[src/common/twbm_consts.svh]
`ifndef TWBM_CONSTS_SVH
`define TWBM_CONSTS_SVH

// Register byte offsets
`define TWBM_OFS_BIT_TIME 5'h00
`define TWBM_OFS_CMD 5'h04
`define TWBM_OFS_STATUS 5'h08
`define TWBM_OFS_ADDR 5'h0C
`define TWBM_OFS_RX 5'h10
`define TWBM_OFS_TX 5'h14

// Command bit positions
`define TWBM_CMD_START 5
`define TWBM_CMD_STOP 4
`define TWBM_CMD_ADDR 3
`define TWBM_CMD_TX 2
`define TWBM_CMD_RX_ACK 1
`define TWBM_CMD_RX_NACK 0

// Status bit positions
`define TWBM_ST_ERR 7
`define TWBM_ST_NACK 6
`define TWBM_ST_ACK 5
`define TWBM_ST_WR 4
`define TWBM_ST_RD 3
`define TWBM_ST_ADR 2
`define TWBM_ST_RSTART 1
`define TWBM_ST_START 0

// Status codes
`define TWBM_SC_IDLE 8'h00
`define TWBM_SC_START 8'h01
`define TWBM_SC_RSTART 8'h02
`define TWBM_SC_WADR_ACK 8'h34
`define TWBM_SC_RADR_ACK 8'h2C
`define TWBM_SC_WADR_NACK 8'h54
`define TWBM_SC_RADR_NACK 8'h4C
`define TWBM_SC_ADR_ERR 8'hE4
`define TWBM_SC_RD_ACK 8'h48
`define TWBM_SC_RD_NACK 8'h28
`define TWBM_SC_WD_ACK 8'h30
`define TWBM_SC_WD_NACK 8'h50
`define TWBM_SC_WD_ERR 8'hF0
`define TWBM_SC_GEN_ERR 8'hFF

// Reset values
`define TWBM_RST_BIT_TIME 8'h00
`define TWBM_RST_ADDR 8'h00
`define TWBM_RST_TX 8'h00

// Timing
`define TWBM_US_NS 1000
`define TWBM_CLK_NS 8
`define TWBM_CYC_PER_US (`TWBM_US_NS / `TWBM_CLK_NS)
`define TWBM_QUARTERS 4
`define TWBM_ACK_BIT 4'd8

`endif

[src/common/twbm_pkg.sv]
package twbm_pkg;

    typedef enum logic [1:0] {
        TWBM_IDLE = 2'b00,
        TWBM_START = 2'b01,
        TWBM_BYTE = 2'b11,
        TWBM_STOP = 2'b10
    } twbm_state_t;

    typedef struct packed {
        logic scl;
        logic sda;
    } twbm_line_t;

endpackage

[src/logic/twbm_master.sv]
// The Avalon-MM interface to the registers and the register addresses are this design's own decisions.
`timescale 1ns/1ps
`default_nettype none
`include "twbm_consts.svh"

module twbm_master (
    // Clock and reset
    input wire logic clock,
    input wire logic rst_n,
    // Avalon-MM slave
    input wire logic [4:0] address,
    input wire logic read,
    input wire logic write,
    input wire logic [31:0] writedata,
    input wire logic [3:0] byteenable,
    output logic [31:0] readdata,
    output logic waitrequest,
    // Two-wire bus, open drain
    input wire twbm_pkg::twbm_line_t lineIn,
    output twbm_pkg::twbm_line_t lineOut,
    output twbm_pkg::twbm_line_t lineOen
);

    twbm_pkg::twbm_state_t state_q;
    twbm_pkg::twbm_line_t lineS;
    logic resp_q;
    logic [7:0] bitTime_q;
    logic [5:0] cmd_q;
    logic [7:0] status_q;
    logic [7:0] addr_q;
    logic [7:0] rxByte_q;
    logic [7:0] tx_q;
    logic [15:0] cnt_q;
    logic [1:0] quarter_q;
    logic [3:0] bit_q;
    logic [7:0] shift_q;
    logic isRx_q;
    logic isAddr_q;
    logic ackReq_q;
    logic err_q;
    logic ackSeen_q;
    logic rep_q;
    logic started_q;
    logic sclOen_q;
    logic sdaOen_q;
    logic [15:0] quarterLen;
    logic stall;
    logic tick;
    logic lastTick;
    logic startDone;
    logic stopDone;
    logic byteDone;
    logic badCmd;
    logic goCmd;
    logic busWr;

    twbm_sync #(
        .WIDTH(2)
    ) u_sync (
        .clock(clock),
        .rst_n(rst_n),
        .asyncIn(lineIn),
        .syncOut(lineS)
    );

    // Bus slave: one wait cycle on every access
    assign waitrequest = (read | write) & ~resp_q;
    assign busWr = write & resp_q & byteenable[0];

    always_ff @(posedge clock or negedge rst_n) begin
        if (!rst_n) begin
            resp_q <= 1'b0;
        end else begin
            resp_q <= (read | write) & ~resp_q;
        end
    end

    always_ff @(posedge clock or negedge rst_n) begin
        if (!rst_n) begin
            readdata <= 32'h0000_0000;
        end else if (read && !resp_q) begin
            case (address)
                `TWBM_OFS_BIT_TIME: readdata <= {24'h00_0000, bitTime_q};
                `TWBM_OFS_CMD: readdata <= {26'h000_0000, cmd_q};
                `TWBM_OFS_STATUS: readdata <= {24'h00_0000, status_q};
                `TWBM_OFS_ADDR: readdata <= {24'h00_0000, addr_q};
                `TWBM_OFS_RX: readdata <= {24'h00_0000, rxByte_q};
                default: readdata <= 32'h0000_0000;
            endcase
        end
    end

    always_ff @(posedge clock or negedge rst_n) begin
        if (!rst_n) begin
            bitTime_q <= `TWBM_RST_BIT_TIME;
            addr_q <= `TWBM_RST_ADDR;
            tx_q <= `TWBM_RST_TX;
        end else if (busWr) begin
            if (address == `TWBM_OFS_BIT_TIME) begin
                bitTime_q <= writedata[7:0];
            end
            if (address == `TWBM_OFS_ADDR) begin
                addr_q <= writedata[7:0];
            end
            if (address == `TWBM_OFS_TX) begin
                tx_q <= writedata[7:0];
            end
        end
    end

    // Command decode
    assign goCmd = (state_q == twbm_pkg::TWBM_IDLE) && (cmd_q != 6'h00) && (bitTime_q != 8'h00);
    assign badCmd = goCmd && (!$onehot(cmd_q) || ((|cmd_q[3:0]) && !started_q));

    always_ff @(posedge clock or negedge rst_n) begin
        if (!rst_n) begin
            cmd_q <= 6'h00;
        end else if (bitTime_q == 8'h00 || badCmd || startDone || stopDone || byteDone) begin
            cmd_q <= 6'h00;
        end else if (busWr && address == `TWBM_OFS_CMD && cmd_q == 6'h00) begin
            cmd_q <= writedata[5:0];
        end
    end

    // Quarter-bit timer; stretched in quarter 1 while the released clock line still reads low
    assign quarterLen = (((16'(bitTime_q) * 16'(`TWBM_CYC_PER_US)) >> 2) == 16'h0000) ? 16'h0001 :
                        ((16'(bitTime_q) * 16'(`TWBM_CYC_PER_US)) >> 2);
    assign stall = (quarter_q == 2'd1) && !lineS.scl;
    assign tick = (state_q != twbm_pkg::TWBM_IDLE) && !stall && (cnt_q >= quarterLen - 16'h0001);
    assign lastTick = tick && (quarter_q == 2'd3);
    assign startDone = lastTick && (state_q == twbm_pkg::TWBM_START);
    assign stopDone = lastTick && (state_q == twbm_pkg::TWBM_STOP);
    assign byteDone = lastTick && (state_q == twbm_pkg::TWBM_BYTE) && (bit_q == `TWBM_ACK_BIT);

    always_ff @(posedge clock or negedge rst_n) begin
        if (!rst_n) begin
            cnt_q <= 16'h0000;
            quarter_q <= 2'd0;
        end else if (state_q == twbm_pkg::TWBM_IDLE) begin
            cnt_q <= 16'h0000;
            quarter_q <= 2'd0;
        end else if (tick) begin
            cnt_q <= 16'h0000;
            quarter_q <= quarter_q + 2'd1;
        end else if (!stall) begin
            cnt_q <= cnt_q + 16'h0001;
        end
    end

    // Bus engine
    always_ff @(posedge clock or negedge rst_n) begin
        if (!rst_n) begin
            state_q <= twbm_pkg::TWBM_IDLE;
            sclOen_q <= 1'b1;
            sdaOen_q <= 1'b1;
            started_q <= 1'b0;
            rep_q <= 1'b0;
            bit_q <= 4'd0;
            shift_q <= 8'h00;
            isRx_q <= 1'b0;
            isAddr_q <= 1'b0;
            ackReq_q <= 1'b0;
            err_q <= 1'b0;
            ackSeen_q <= 1'b0;
        end else if (bitTime_q == 8'h00) begin
            state_q <= twbm_pkg::TWBM_IDLE;
            sclOen_q <= 1'b1;
            sdaOen_q <= 1'b1;
            started_q <= 1'b0;
        end else begin
            unique case (state_q)
                twbm_pkg::TWBM_IDLE: begin
                    if (goCmd && !badCmd) begin
                        err_q <= 1'b0;
                        bit_q <= 4'd0;
                        if (cmd_q[`TWBM_CMD_START]) begin
                            state_q <= twbm_pkg::TWBM_START;
                            rep_q <= started_q;
                            sdaOen_q <= 1'b1;
                        end else if (cmd_q[`TWBM_CMD_STOP]) begin
                            state_q <= twbm_pkg::TWBM_STOP;
                            if (!sclOen_q) begin
                                sdaOen_q <= 1'b0;
                            end
                        end else begin
                            state_q <= twbm_pkg::TWBM_BYTE;
                            isAddr_q <= cmd_q[`TWBM_CMD_ADDR];
                            isRx_q <= cmd_q[`TWBM_CMD_RX_ACK] | cmd_q[`TWBM_CMD_RX_NACK];
                            ackReq_q <= cmd_q[`TWBM_CMD_RX_ACK];
                            if (cmd_q[`TWBM_CMD_ADDR]) begin
                                shift_q <= addr_q;
                                sdaOen_q <= addr_q[7];
                            end else if (cmd_q[`TWBM_CMD_TX]) begin
                                shift_q <= tx_q;
                                sdaOen_q <= tx_q[7];
                            end else begin
                                shift_q <= 8'h00;
                                sdaOen_q <= 1'b1;
                            end
                        end
                    end
                end
                twbm_pkg::TWBM_START: begin
                    if (tick) begin
                        unique case (quarter_q)
                            2'd0: sclOen_q <= 1'b1;
                            2'd1: sdaOen_q <= 1'b0;
                            2'd2: sclOen_q <= 1'b0;
                            2'd3: begin
                                state_q <= twbm_pkg::TWBM_IDLE;
                                started_q <= 1'b1;
                            end
                        endcase
                    end
                end
                twbm_pkg::TWBM_STOP: begin
                    if (tick) begin
                        unique case (quarter_q)
                            2'd0: sclOen_q <= 1'b1;
                            2'd1: sdaOen_q <= 1'b1;
                            2'd2: sdaOen_q <= 1'b1;
                            2'd3: begin
                                state_q <= twbm_pkg::TWBM_IDLE;
                                started_q <= 1'b0;
                            end
                        endcase
                    end
                end
                twbm_pkg::TWBM_BYTE: begin
                    if (tick) begin
                        unique case (quarter_q)
                            2'd0: sclOen_q <= 1'b1;
                            2'd1: begin
                                if (bit_q == `TWBM_ACK_BIT) begin
                                    ackSeen_q <= !lineS.sda;
                                end else if (isRx_q) begin
                                    shift_q <= {shift_q[6:0], lineS.sda};
                                end else if (sdaOen_q && !lineS.sda) begin
                                    err_q <= 1'b1;
                                end
                            end
                            2'd2: sclOen_q <= 1'b0;
                            2'd3: begin
                                if (bit_q == `TWBM_ACK_BIT) begin
                                    state_q <= twbm_pkg::TWBM_IDLE;
                                    sdaOen_q <= 1'b1;
                                end else begin
                                    bit_q <= bit_q + 4'd1;
                                    if (bit_q == 4'd7) begin
                                        sdaOen_q <= isRx_q ? !ackReq_q : 1'b1;
                                    end else begin
                                        sdaOen_q <= isRx_q ? 1'b1 : shift_q[6];
                                    end
                                    if (!isRx_q) begin
                                        shift_q <= {shift_q[6:0], 1'b0};
                                    end
                                end
                            end
                        endcase
                    end
                end
            endcase
        end
    end

    // Lines are only ever pulled low or released
    assign lineOut = '0;
    assign lineOen = '{scl: sclOen_q, sda: sdaOen_q};

    // Receive register
    always_ff @(posedge clock or negedge rst_n) begin
        if (!rst_n) begin
            rxByte_q <= 8'h00;
        end else if (byteDone && isRx_q) begin
            rxByte_q <= shift_q;
        end
    end

    // Status codes
    always_ff @(posedge clock or negedge rst_n) begin
        if (!rst_n) begin
            status_q <= `TWBM_SC_IDLE;
        end else if (badCmd) begin
            status_q <= `TWBM_SC_GEN_ERR;
        end else if (startDone) begin
            status_q <= rep_q ? `TWBM_SC_RSTART : `TWBM_SC_START;
        end else if (stopDone) begin
            status_q <= `TWBM_SC_IDLE;
        end else if (byteDone) begin
            if (isRx_q) begin
                status_q <= ackReq_q ? `TWBM_SC_RD_ACK : `TWBM_SC_RD_NACK;
            end else if (isAddr_q) begin
                if (err_q) begin
                    status_q <= `TWBM_SC_ADR_ERR;
                end else if (shift_q[0] == 1'b0 && addr_q[0]) begin
                    status_q <= ackSeen_q ? `TWBM_SC_RADR_ACK : `TWBM_SC_RADR_NACK;
                end else begin
                    status_q <= ackSeen_q ? `TWBM_SC_WADR_ACK : `TWBM_SC_WADR_NACK;
                end
            end else begin
                status_q <= err_q ? `TWBM_SC_WD_ERR : (ackSeen_q ? `TWBM_SC_WD_ACK : `TWBM_SC_WD_NACK);
            end
        end
    end
endmodule

`default_nettype wire

[src/logic/twbm_sync.sv]
`timescale 1ns/1ps
`default_nettype none

module twbm_sync #(
    parameter int WIDTH = 2
) (
    // Clock and reset
    input wire logic clock,
    input wire logic rst_n,
    // Data
    input wire logic [WIDTH-1:0] asyncIn,
    output logic [WIDTH-1:0] syncOut
);

    logic [WIDTH-1:0] meta_q;

    always_ff @(posedge clock or negedge rst_n) begin
        if (!rst_n) begin
            meta_q <= '1;
            syncOut <= '1;
        end else begin
            meta_q <= asyncIn;
            syncOut <= meta_q;
        end
    end

endmodule

`default_nettype wire

[config.mk]
export PLATFORM = sky130hd
export DESIGN_NAME = twbm_master
export DESIGN_NICKNAME = d
export VERILOG_FILES = /design/src/common/twbm_pkg.sv /design/src/logic/twbm_master.sv /design/src/logic/twbm_sync.sv
export VERILOG_INCLUDE_DIRS = /design/src /design/src/common
export SDC_FILE = /design/constraint.sdc
export NUM_CORES = 1
export LEC_CHECK = 0
export BUFFER_PORTS_ARGS = -buffer_cell sky130_fd_sc_hd__buf_2
export CAP_MARGIN = 40
export CORE_ASPECT_RATIO = 1.2
export CORE_UTILIZATION = 45
export CTS_CLUSTER_SIZE = 20
export DETAILED_ROUTE_END_ITERATION = 10
export GPL_ROUTABILITY_DRIVEN = 0
export MAX_ROUTING_LAYER = met4
export SLEW_MARGIN = 20
export SYNTH_ARGS = -nofsm -noshare
export SYNTH_HDL_FRONTEND = slang
export SYNTH_HIERARCHICAL = 1
export SYNTH_SLANG_ARGS = --single-unit
[constraint.sdc]
create_clock -name clock -period 8.89 [get_ports clock]
set_input_delay 1.778 -clock clock [delete_from_list [all_inputs] [get_ports clock]]
set_output_delay 1.778 -clock clock [all_outputs]
set_load 0.05 [all_outputs]
# --- After elaboration in Yosys (flattened, before gate mapping) ---
# Index checks and enable logic that the tools add are counted.
word_totals:
  ff_bits: 124
  out_inout_bits: 37
  wordCells: 241
  inputBits: 47
classes:
  bitwise_logic: 10
  reduce_logical: 64
  multipliers: 1
  n_addsub: 9
  n_lt_le_gt_ge: 1
  n_eq_ne: 45
  muxes: 87
op_table:
  columns: ["cell", "n"]
  rows:
  - ["$mux 8", 18]
  - ["$mux 16", 3]
  - ["$pmux 8 s5", 1]
  - ["$mux 7", 5]
  - ["$mux 1", 33]
  - ["$pmux 8 s2", 2]
  - ["$ne 3x2->1 const B", 8]
  - ["$mux 2", 11]
  - ["$ne 3x1->1 const B", 7]
  - ["$reduce_and 5->1", 4]
  - ["$logic_and 1x1->1", 19]
  - ["$add 16x1->16 const B", 1]
  - ["$ge 16x16->1", 1]
  - ["$logic_not 16->1", 1]
  - ["$mux 4", 4]
  - ["$reduce_and 8->1", 2]
  - ["$mul 8x7->15 const B", 1]
  - ["$ne 3x3->1 const B", 5]
  - ["$ne 2x2->1 const B", 7]
  - ["$sub 13x1->14 const B", 1]
  - ["$mux 13", 1]
  - ["$mux 6", 2]
  - ["$reduce_and 6->1", 2]
  - ["$reduce_and 11->1", 1]
  - ["38 further kinds", 77]

# --- Longest topological paths before layout ---
# Gate-level depths: netlist of run 1.
depth:
  word_depth: 13
  depth_mapped: 31
  ltp_nobuf: 30

# --- Hierarchy ---
# Netlist of run 1, hierarchy kept.
modules_own_cells:
  columns: ["mod", "cells_per_inst", "seq_area_each_um2", "instances", "area_each_um2"]
  rows:
  - ["twbm_master", 777, 2404.8, 1, 7394.6]
  - ["twbm_sync", 4, 105.1, 1, 105.1]

# --- Worst setup path before layout of run 1 ---
# OpenSTA, ideal clock, no wires.
synth_timing:
  kind: "reg2reg"
  startpoint: "reg bitTime_q[0]"
  endpoint: "reg shift_q[0]"
  arrival_time_ns: 6.952
  setup_ns: 0.127
  synth_period_minus_slack_ns: 7.079
  path_slack_ns: 1.811
  path_buffers: 1
  path_stages_with_launch: 31
  required_time_ns: 8.763
  path_cell_list: "dfrtp_1 > fa_1 > xor2_1 > ha_1 > fa_1 > inv_1 > fa_1 > inv_1 > ha_1 > o21a_1 > a2111o_1 > o311ai_1 > or3_1 > or2_4 > nor2_8 > and2_1 > a31oi_1 > ha_1 > nand3b_1 > nor3_1 > nand3_1 > xnor2_1 > ha_1 > o21a_1 > o2111ai_1 > o2111a_1 > nor2_2 > o21a_1 > o211a_1 > buf_4 > mux2_1"
synth_via:
  elab_chain_len: 8
  elab_cells_between_ends: 16
  cone_classes: "add/sub (1); mul (1); order compare (1); eq/ne (2); mux (1); bitwise (1); reduce/logical (9)"
synth_lines:
  columns: ["item", "line_no", "text"]
  rows:
  - ["start: declaration", "twbm_master.sv:27", "logic [7:0] bitTime_q;"]
  - ["start signal: assignment", "twbm_master.sv:95", "bitTime_q <= `TWBM_RST_BIT_TIME;"]
  - ["start signal: assignment", "twbm_master.sv:100", "bitTime_q <= writedata[7:0];"]
  - ["$mul 8x7->15", "twbm_master.sv:126, twbm_master.sv:127", null]
  - ["$logic_not 16->1", "twbm_master.sv:126", "assign quarterLen = (((16'(bitTime_q) * 16'(`TWBM_CYC_PER_US)) >> 2) == 16'h0000) ? 16'h0001 :"]
  - ["$mux 13", "twbm_master.sv:126", null]
  - ["$sub 13x1->14", "twbm_master.sv:129", "assign tick = (state_q != twbm_pkg::TWBM_IDLE) && !stall && (cnt_q >= quarterLen - 16'h0001);"]
  - ["$ge 16x16->1", "twbm_master.sv:129", null]
  - ["$logic_and 1x1->1", "twbm_master.sv:129", null]
  - ["$ne 2x2->1 (no source line)", null, null]
  - ["$reduce_and 11->1 (no source line) (*)", null, null]
  - ["end signal: assignment", "twbm_master.sv:191", "shift_q <= addr_q;"]
  - ["end signal: assignment", "twbm_master.sv:194", "shift_q <= tx_q;"]
  - ["end signal: assignment", "twbm_master.sv:237", "shift_q <= {shift_q[6:0], lineS.sda};"]
  - ["end: declaration", "twbm_master.sv:36", "logic [7:0] shift_q;"]
# Mark *: on every way between the ends. The rest lies on a longest branch, timed or not.
# A chain may end at the register's enable or synchronous reset.

# --- Worst setup path after layout of run 1 ---
layout_timing:
  startpoint: "reg bitTime_q[5]"
  endpoint: "reg rxByte_q[2]"
layout_via:
  elab_chain_len: 10
layout_lines:
  columns: ["item", "line_no", "text"]
  rows:
  - ["$mul 8x7->15 (*)", "twbm_master.sv:126, twbm_master.sv:127", null]
  - ["$logic_not 16->1", "twbm_master.sv:126", null]
  - ["$mux 13 (*)", "twbm_master.sv:126", null]
  - ["$sub 13x1->14 (*)", "twbm_master.sv:129", null]
  - ["$ge 16x16->1 (*)", "twbm_master.sv:129", null]
  - ["$logic_and 1x1->1 (*)", "twbm_master.sv:129", null]
  - ["$logic_and 1x1->1 (*)", "twbm_master.sv:130", "assign lastTick = tick && (quarter_q == 2'd3);"]
  - ["$logic_and 1x1->1 (*) (2 in a row)", "twbm_master.sv:133", "assign byteDone = lastTick && (state_q == twbm_pkg::TWBM_BYTE) && (bit_q == `TWBM_ACK_BIT);"]
  - ["$logic_and 1x1->1 (*)", "twbm_master.sv:274", "end else if (byteDone && isRx_q) begin"]
  - ["end signal: assignment", "twbm_master.sv:275", "rxByte_q <= shift_q;"]
  - ["end: declaration", "twbm_master.sv:31", "logic [7:0] rxByte_q;"]
# Marked as above.

==> flow_summary.json, run 1 <==
{
  "status": "complete, no violations",
  "portBuffers": 30,
  "cts.clk_slew.worst_paths_ps": 80,
  "fin_tns_setup_ps": 0,
  "routed_wl_um": 17100,
  "tightestPinTransition_ps": 841,
  "drcViolationCount": 0,
  "fin_skew_ps": 9.55,
  "async_reset_ff_share_pct": 100,
  "grt_max_degree": 60,
  "fill_cells": 1538,
  "h-tree-depth": 3,
  "finalCritPeriodShare_pct": 93.9,
  "track_usage_pct": 21.4,
  "synth.distinct_cells": 76,
  "vias": 5606,
  "slew_violations": 0,
  "coreArea_sq_um": 16300,
  "ctsResizeCount": 0,
  "ys_seq_elements": 100,
  "end_kind": "flop",
  "ys_seq_area_share_pct": 33.5,
  "numCtsBuffers": 9,
  "syn_inst": 781,
  "fin_crit_ps": 8350,
  "grt_pass1_wl_um": 27800,
  "min_path_type": "reg -> reg",
  "crit_top_cell": "ha_1",
  "cp_max_fo": 13,
  "synth_area_leaders": "dfrtp_1 31%, ha_1 12%, fa_1 6.4%",
  "rsz0062_at_grt": "no",
  "avgSynthCellArea_sq_um": 9.60,
  "dr.pass1.iters": 5,
  "antenna_found_initial": 0,
  "clk-insertion-delay-late_ps": 350,
  "yosys.area.top_type": "dfrtp_1",
  "ys.flop_type": "dfrtp_1",
  "drt-vias-per-instance": 5.51,
  "synth_warnings": 6,
  "die_area_sq_um": 17200,
  "cts_setup_buffers": 0,
  "detail_route.iter0.violations": 301,
  "crit_type": "reg -> reg",
  "wire_per_inst_um": 16.8,
  "fp.dieH_um": 143,
  "nNetsFinal": 946,
  "maxCapViolCount": 0,
  "clk_path_buf_depth": 2,
  "area_delta_synth_final_pct": 7.77,
  "insertedDiodeCount": 0,
  "die_w_um": 120,
  "grt_overflow": 0,
  "start_util_pct": 46.1,
  "dp_hpwl_um": 13300,
  "crit_arrival_ps": 8580,
  "syn-cell-area_sq_um": 7500,
  "synth.top_cell.area_share_pct": 31.4,
  "postRouteAntennaNets": 0,
  "fmax_mhz": 120,
  "start_kind": "flop",
  "cts_tree": "yes",
  "slew_headroom_pct": 43.8,
  "synth_edf_count": 0,
  "postLayoutCoreUtil_pct": 49.7,
  "hold_buffers": 0,
  "worstPathRequired_ps": 9120,
  "hold_viol_final": 0,
  "rows": 51,
  "slowest_stage": "dfrtp_1",
  "cts_sinks": 100,
  "drive_gt1_share_pct": 11.7,
  "setup_viol_count_final": 0,
  "grt_pass1_vias": 5421,
  "io_pins": 84,
  "max_stage_delay_ps": 560,
  "root_buffer": "clkbuf_16"
}
## cell type report
| cell class | instances | area (sq um) | share of cell area, % |
|---|---|---|---|
| Inverter | 72 | 270 | 3.34 |
| Multi-Input combinational cell | 582 | 4500 | 55.7 |
| Tap cell | 212 | 265 | 3.28 |
| Sequential cell | 100 | 2510 | 31.1 |
| Clock inverter | 7 | 86.3 | 1.07 |
| Clock buffer | 9 | 225 | 2.79 |
| Timing Repair Buffer | 36 | 221 | 2.74 |
## per-layer routing
metal  track usage, %  part of all wire [%]  up-vias  routed length [um]
li1                 -                     -     2719                   -
met1             27.2                    44     2756                7570
met2             35.3                    50      112                8580
met3             2.74                   3.3       19                 572
met4             7.63                   2.2        0                 371
met5                -                     0        -                   0
## worst paths after layout
path / startpoint / endpoint / slack (ps) / cells after the start
min in group asynchronous: rst_n / tx_q[4]$_DFFE_PN0P_ / 1340 / 1
max reg2reg: bitTime_q[5]$_DFFE_PN0P_ / rxByte_q[2]$_DFFE_PN0P_ / 540 / 30
max in group asynchronous: rst_n / sclOen_q$_DFFE_PN1P_ / 6610 / 3
min reg2reg: u_sync/meta_q[1]$_DFF_PN1_ / u_sync/syncOut[1]$_DFF_PN1_ / 360 / 0
min: u_sync/meta_q[1]$_DFF_PN1_ / u_sync/syncOut[1]$_DFF_PN1_ / 360 / 0
max: bitTime_q[5]$_DFFE_PN0P_ / rxByte_q[2]$_DFFE_PN0P_ / 540 / 30
## critical path, delay by kind of cell, from the launching register on
| family | cells | cell delay, ps |
|---|---|---|
| AO/OA/AOI/OAI | 8 | 1630 |
| XOR/XNOR | 2 | 360 |
| adder cells (fa/ha/maj) | 7 | 2790 |
| buffers and inverters | 3 | 320 |
| flip-flops | 1 | 560 |
| multiplexers | 1 | 370 |
| AND/OR/NAND/NOR | 9 | 2190 |
## logic make-up (layout without fill, tap and decap cells)
| kind of cell | after synthesis | count (layout) | share of synthesized area (%) |
|---|---|---|---|
| and+or+nand+nor | 201 | 201 | 13.3 |
| AOI/OAI and AO/OA | 167 | 167 | 14.8 |
| buffers and inverters | 126 | 124 | 7.82 |
| DFF | 100 | 100 | 33.5 |
| adders and majority gates | 98 | 98 | 18.8 |
| muxes | 59 | 59 | 8.46 |
| xor gates and xnor gates | 28 | 28 | 3.27 |
| other | 2 | 29 | 0.100 |
## metrics by stage
step / setup WS [ps] / cell area (sq um) / hold slack (ps) / instances
2_1_floorplan: 1810 / 7600 / 345 / 808
3_3_place_gp: 743 / 7720 / 347 / 999
3_5_place_dp: 574 / 7770 / 347 / 1002
4_1_cts: 551 / 8080 / 359 / 1018
5_1_grt: 30.1 / 8080 / 360 / 1018
6_report: 540 / 8080 / 358 / 1018
## flip-flops by register name, summed over array words and instances (netlist names), 2 cells and up
register and cells:
quarter_q 2, rxByte_q 8, u_sync/meta_q 2, bitTime_q 8, tx_q 8, state_q 2, cmd_q 6, readdata 8
status_q 8, shift_q 8, u_sync/syncOut 2, addr_q 8, bit_q 4, cnt_q 16
## cells in the mapped netlist (16+ instances only)
master	number
mux2_1	19
o21ai_0	43
ha_1	74
a21oi_1	33
buf_4	29
fa_1	24
nand2_1	58
nor2_1	60
xor2_1	16
dfrtp_1	94
mux2_2	16
inv_1	71
clkbuf_1	20
mux2i_1	24
## cell usage in the layout (no fill, tap or decap), types with 24 or more instances in the layout
| cell | netlist | final |
|---|---|---|
| a21oi_1 | 33 | 33 |
| buf_2 | 3 | 29 |
| conb_1 | 2 | 29 |
| dfrtp_1 | 94 | 94 |
| fa_1 | 24 | 24 |
| ha_1 | 74 | 74 |
| inv_1 | 71 | 71 |
| mux2i_1 | 24 | 24 |
| nand2_1 | 58 | 58 |
| nor2_1 | 60 | 60 |
| o21ai_0 | 43 | 43 |
Power of run 1 is left out: the tool's default activity adds up to more than one toggle a clock period on the data nets, which glitch-free logic cannot reach.
==> run 2: changes to the inputs <==
clock period = 9.9 ns   (was 8.89 ns; I/O delays follow)
==> run 2 against run 1 <==
Effect of this change: cell count unchanged; utilization shrank 0.22 points; routed wire length is 1.1% higher; worst setup slack gained 1100 ps; via count grew 0.41%; non-clock buffer count stayed put; sequential share of layout area up 0.14 points; first-iteration DRC count down 4.3%; global-route usage hardly changed; fmax increased by 1.1%.
==> flow_summary.json, run 2 (same netlist as run 1, synthesis figures left out) <==
{
  "slew_headroom_pct": 43.4,
  "fin_crit_ps": 8260,
  "vias": 5629,
  "top_register": "cnt_q",
  "ff2ff_setup_slack_ps": 1640,
  "fin_skew_ps": 17.1,
  "wire_per_inst_um": 17.0,
  "cts_setup_buffers": 0,
  "multiInputGateArea_sq_um": 4500,
  "end_kind": "flop",
  "final_common_cell": "dfrtp_1",
  "max_stage_delay_ps": 560,
  "portBuffers": 30,
  "numCtsBuffers": 9,
  "hold_viol_final": 0,
  "area_delta_synth_final_pct": 7.29,
  "root_buffer": "clkbuf_16",
  "clk-insertion-delay-late_ps": 360,
  "clk_path_buf_depth": 2,
  "h-tree-depth": 3,
  "fmax_mhz": 121,
  "track_usage_pct": 21.5,
  "cts.clk_slew.worst_paths_ps": 80,
  "grt_pass1_wl_um": 27900,
  "drive_gt1_share_pct": 11.5,
  "fp.dieH_um": 143,
  "ff2ff_path_depth": 30,
  "start_kind": "flop",
  "endpoint": "shift_q[1]$_DFFE_PN0P_",
  "tightestPinTransition_ps": 847,
  "fin_tns_setup_ps": 0,
  "largest_reg_flops": 16,
  "insertedDiodeCount": 0,
  "cts_tree": "yes",
  "die_w_um": 120,
  "grt_overflow": 0,
  "hold_buffers": 0,
  "r2r-start": "bitTime_q[5]$_DFFE_PN0P_",
  "die_area_sq_um": 17200,
  "cp_max_fo": 13,
  "fin_hold_ws_ps": 354,
  "worstPathRequired_ps": 10130,
  "slew_violations": 0,
  "drcViolationCount": 0,
  "cp-startpoint": "bitTime_q[5]$_DFFE_PN0P_",
  "setup_viol_count_final": 0,
  "dp_hpwl_um": 13600,
  "crit_type": "reg -> reg",
  "postRouteAntennaNets": 0,
  "min_path_type": "reg -> reg",
  "crit_top_cell": "ha_1",
  "dr.pass1.iters": 4,
  "cts_sinks": 100,
  "mostFrequentLayoutCells": "94 x dfrtp_1, 74 x ha_1, 71 x inv_1, 60 x nor2_1, 58 x nand2_1",
  "status": "complete, no violations",
  "ctsResizeCount": 0,
  "io_pins": 84,
  "coreArea_sq_um": 16300,
  "seqCellArea_sq_um": 2510,
  "routed_wl_um": 17300,
  "finalCritPeriodShare_pct": 83.4,
  "detail_route.iter0.violations": 288,
  "r2r_end": "shift_q[1]$_DFFE_PN0P_",
  "start_util_pct": 46.1,
  "rows": 51,
  "grt_pass1_vias": 5557,
  "drt-vias-per-instance": 5.53,
  "grt_max_degree": 39,
  "fill_cells": 1536,
  "nNetsFinal": 946,
  "antenna_found_initial": 0,
  "rsz0062_at_grt": "no",
  "crit_arrival_ps": 8490,
  "slowest_stage": "fa_1",
  "maxCapViolCount": 0
}
==> run 2: worst min path at each step <==
stage / from / end / slack, ps / depth (start not counted)
6_report: u_sync/meta_q[1]$_DFF_PN1_ / u_sync/syncOut[1]$_DFF_PN1_ / 350 / 0
3_3_place_gp: u_sync/meta_q[0]$_DFF_PN1_ / u_sync/syncOut[0]$_DFF_PN1_ / 350 / 0
4_1_cts: u_sync/meta_q[1]$_DFF_PN1_ / u_sync/syncOut[1]$_DFF_PN1_ / 350 / 0
5_1_grt: u_sync/meta_q[1]$_DFF_PN1_ / u_sync/syncOut[1]$_DFF_PN1_ / 360 / 0
3_5_place_dp: u_sync/meta_q[1]$_DFF_PN1_ / u_sync/syncOut[1]$_DFF_PN1_ / 350 / 0
2_1_floorplan: u_sync/meta_q[0]$_DFF_PN1_ / u_sync/syncOut[0]$_DFF_PN1_ / 350 / 0
==> run 2: metrics by stage <==
| step | cell area (sq um) | cells | util, % | setup slack, ps |
|---|---|---|---|---|
| after floorplan | 7600 | 808 | - | 2820 |
| after global placement | 7720 | 999 | 47.5 | 1750 |
| after detailed placement | 7760 | 1002 | 47.7 | 1620 |
| after CTS | 8050 | 1018 | 49.5 | 1600 |
| after global routing | 8050 | 1018 | 49.5 | 1040 |
| final | 8050 | 1018 | 49.5 | 1640 |
==> run 2: layer usage <==
metal / up-vias / wire, um / part of all wire [%] / global-route usage, %
li1: 2710 / - / - / -
met1: 2789 / 7700 / 45 / 26.4
met4: 0 / 454 / 2.6 / 8.55
met5: - / 0 / 0 / -
met2: 100 / 8660 / 50 / 36.1
met3: 30 / 468 / 2.7 / 2.50
==> run 2: layout make-up <==
| class | count | area share [%] |
|---|---|---|
| Clock inverter | 5 | 0.498 |
| Sequential cell | 100 | 31.2 |
| Inverter | 72 | 3.36 |
| Clock buffer | 11 | 3.02 |
| Multi-Input combinational cell | 582 | 56.0 |
| Tap cell | 212 | 3.30 |
| Timing Repair Buffer | 36 | 2.66 |
==> run 2: critical path: cells and delay by family (launching register included) <==
| kind | cells | cell delay, ps |
|---|---|---|
| AO/OA/AOI/OAI | 10 | 2300 |
| buffers and inverters | 3 | 310 |
| adder cells (fa/ha/maj) | 7 | 2770 |
| AND/OR/NAND/NOR | 7 | 1470 |
| XOR/XNOR | 2 | 350 |
| multiplexers | 1 | 380 |
| flip-flops | 1 | 540 |
Power of run 2 is left out for the same reason.
==> run 3: changes to the inputs <==
PLACE_DENSITY = 0.66   (was unset)
clock period = 6.95 ns   (was 9.9 ns; I/O delays follow)
==> run 3 against run 2 <==
Effect of this change: the run now ends with setup timing left; register-to-register slack lost 1700 ps; utilization rose by 5.7 points; hold slack improved by 3.4 ps; fmax rose by 18%; clock skew decreased by 7.9 ps; global-route usage is 0.29 points higher; critical endpoint is now status_q[7]$_DFFE_PN0P_; largest cell class unchanged; highest routed layer unchanged.
==> flow_summary.json, run 3 (same netlist as run 1, synthesis figures left out) <==
{
  "status": "finished, violations left",
  "violations": "setup timing",
  "die_w_um": 120,
  "cp-startpoint": "bitTime_q[0]$_DFFE_PN0P_",
  "hp-start": "u_sync/meta_q[0]$_DFF_PN1_",
  "start_util_pct": 46.1,
  "finalCritPeriodShare_pct": 101,
  "drt-vias-per-instance": 5.41,
  "postRouteAntennaNets": 0,
  "worstPathRequired_ps": 7210,
  "slew_headroom_pct": 32.1,
  "design_area_sq_um": 8970,
  "min_path_type": "reg -> reg",
  "root_buffer": "clkbuf_16",
  "hold_end": "u_sync/syncOut[0]$_DFF_PN1_",
  "end_kind": "flop",
  "hold_depth": 0,
  "largest_reg_flops": 16,
  "cp_max_fo": 6,
  "start_kind": "flop",
  "ff2ff_setup_slack_ps": -50,
  "crit_family": "adder cells",
  "grt_pass1_vias": 5753,
  "fp.dieH_um": 143,
  "r2r-start": "bitTime_q[0]$_DFFE_PN0P_",
  "slew_violations": 0,
  "rows": 51,
  "drcViolationCount": 0,
  "r2r_end": "status_q[7]$_DFFE_PN0P_",
  "fmax_mhz": 143,
  "fin_crit_ps": 7000,
  "area_delta_synth_final_pct": 19.7,
  "coreArea_sq_um": 16300,
  "cts.clk_slew.worst_paths_ps": 70,
  "numCtsBuffers": 9,
  "wire_per_inst_um": 16.3,
  "antenna_found_initial": 0,
  "fin_hold_ws_ps": 357,
  "crit_arrival_ps": 7260,
  "mostFrequentLayoutCells": "92 x dfrtp_1, 72 x buf_4, 69 x ha_1, 68 x inv_1, 59 x nor2_1",
  "portBuffers": 30,
  "grt_pass1_wl_um": 28600,
  "setup_ws_ps": -48.7,
  "cts_tree": "yes",
  "slowest_stage": "fa_1",
  "tightestPinTransition_ps": 1010,
  "rsz0062_at_grt": "yes",
  "top_register": "cnt_q",
  "clk_path_buf_depth": 2,
  "max_stage_delay_ps": 600,
  "detail_route.iter0.violations": 425,
  "grt_max_degree": 42,
  "fin_cells": 1090,
  "grt_overflow": 0,
  "h-tree-depth": 3,
  "nNetsFinal": 1019,
  "dr.pass1.iters": 4,
  "dp_hpwl_um": 13200,
  "placed_cells": 1060,
  "routed_wl_um": 17800,
  "final_common_cell": "dfrtp_1",
  "maxCapViolCount": 0,
  "crit_top_cell": "fa_1",
  "die_area_sq_um": 17200,
  "crit_buf_inv": 3,
  "vias": 5898,
  "insertedDiodeCount": 0,
  "setup_viol_count_final": 16,
  "fin_skew_ps": 9.21,
  "hold_viol_final": 0,
  "io_pins": 84,
  "clk-insertion-delay-late_ps": 350,
  "track_usage_pct": 21.8,
  "crit_type": "reg -> reg",
  "place_area_sq_um": 8260,
  "cts_sinks": 100,
  "drive_gt1_share_pct": 25.1,
  "ff2ff_path_depth": 31
}
run 3: changes by cell type in the layout (fill, tap and decap cells not counted), sizes merged:
cell,before,now
buf,36,108
o311ai,2,3
bufinv,0,1
clkbuf,11,9
run 3: per-layer routing:
| layer | GRT usage [%] | wire (um) | part of all wire, % |
|---|---|---|---|
| met4 | 8.88 | 699 | 3.9 |
| met1 | 25.8 | 7410 | 42 |
| met2 | 37.4 | 9170 | 52 |
| met5 | - | 0 | 0 |
| met3 | 2.94 | 516 | 2.9 |
run 3: worst max-delay path by stage:
stage                     slack (ps)                      end  depth (start not counted)
after global placement          -330   shift_q[5]$_DFFE_PN0P_                         31
after floorplan                    5   shift_q[0]$_DFFE_PN0P_                         31
final                            -50  status_q[7]$_DFFE_PN0P_                         31
after detailed placement        -420   shift_q[2]$_DFFE_PN0P_                         31
after CTS                        0.1   shift_q[2]$_DFFE_PN0P_                         32
after global routing            -370   shift_q[4]$_DFFE_PN0P_                         31
run 3: layout make-up:
type	instances	area, sq um
clock inverter	6	70.1
tap	212	265
inverter	72	270
multi-input combinational	583	4830
fill	1500	7300
timing repair buffer	108	798
clock buffer	9	225
sequential	100	2510
run 3: stage by stage:
step / utilization, % / setup WS [ps] / setup TNS [ps]
after floorplan: - / 4.83 / 0
after global placement: 50.5 / -328 / -9580
after detailed placement: 50.7 / -418 / -12730
after CTS: 53.8 / 0.120 / 0
after global routing: 55.2 / -367 / -12370
final: 55.2 / -48.7 / -357
run 3: worst register-to-register path, delay by kind of cell, from the launching register on:
kind / cells / cell delay (ps)
simple gates: 13 / 2090
xor+xnor: 2 / 320
fa+ha+maj: 7 / 2620
flops: 1 / 410
buf+inv: 3 / 180
compound gates: 6 / 1270
run 3: repair_timing:
item                       in CTS  in global routing
pin swaps                      32                 23
cloned                          0                  1
hold buffers                    0                  0
resized for setup              30                 32
buffers inserted                3                 10
setup endpoints to repair      42                 55
Power of run 3 is left out for the same reason.
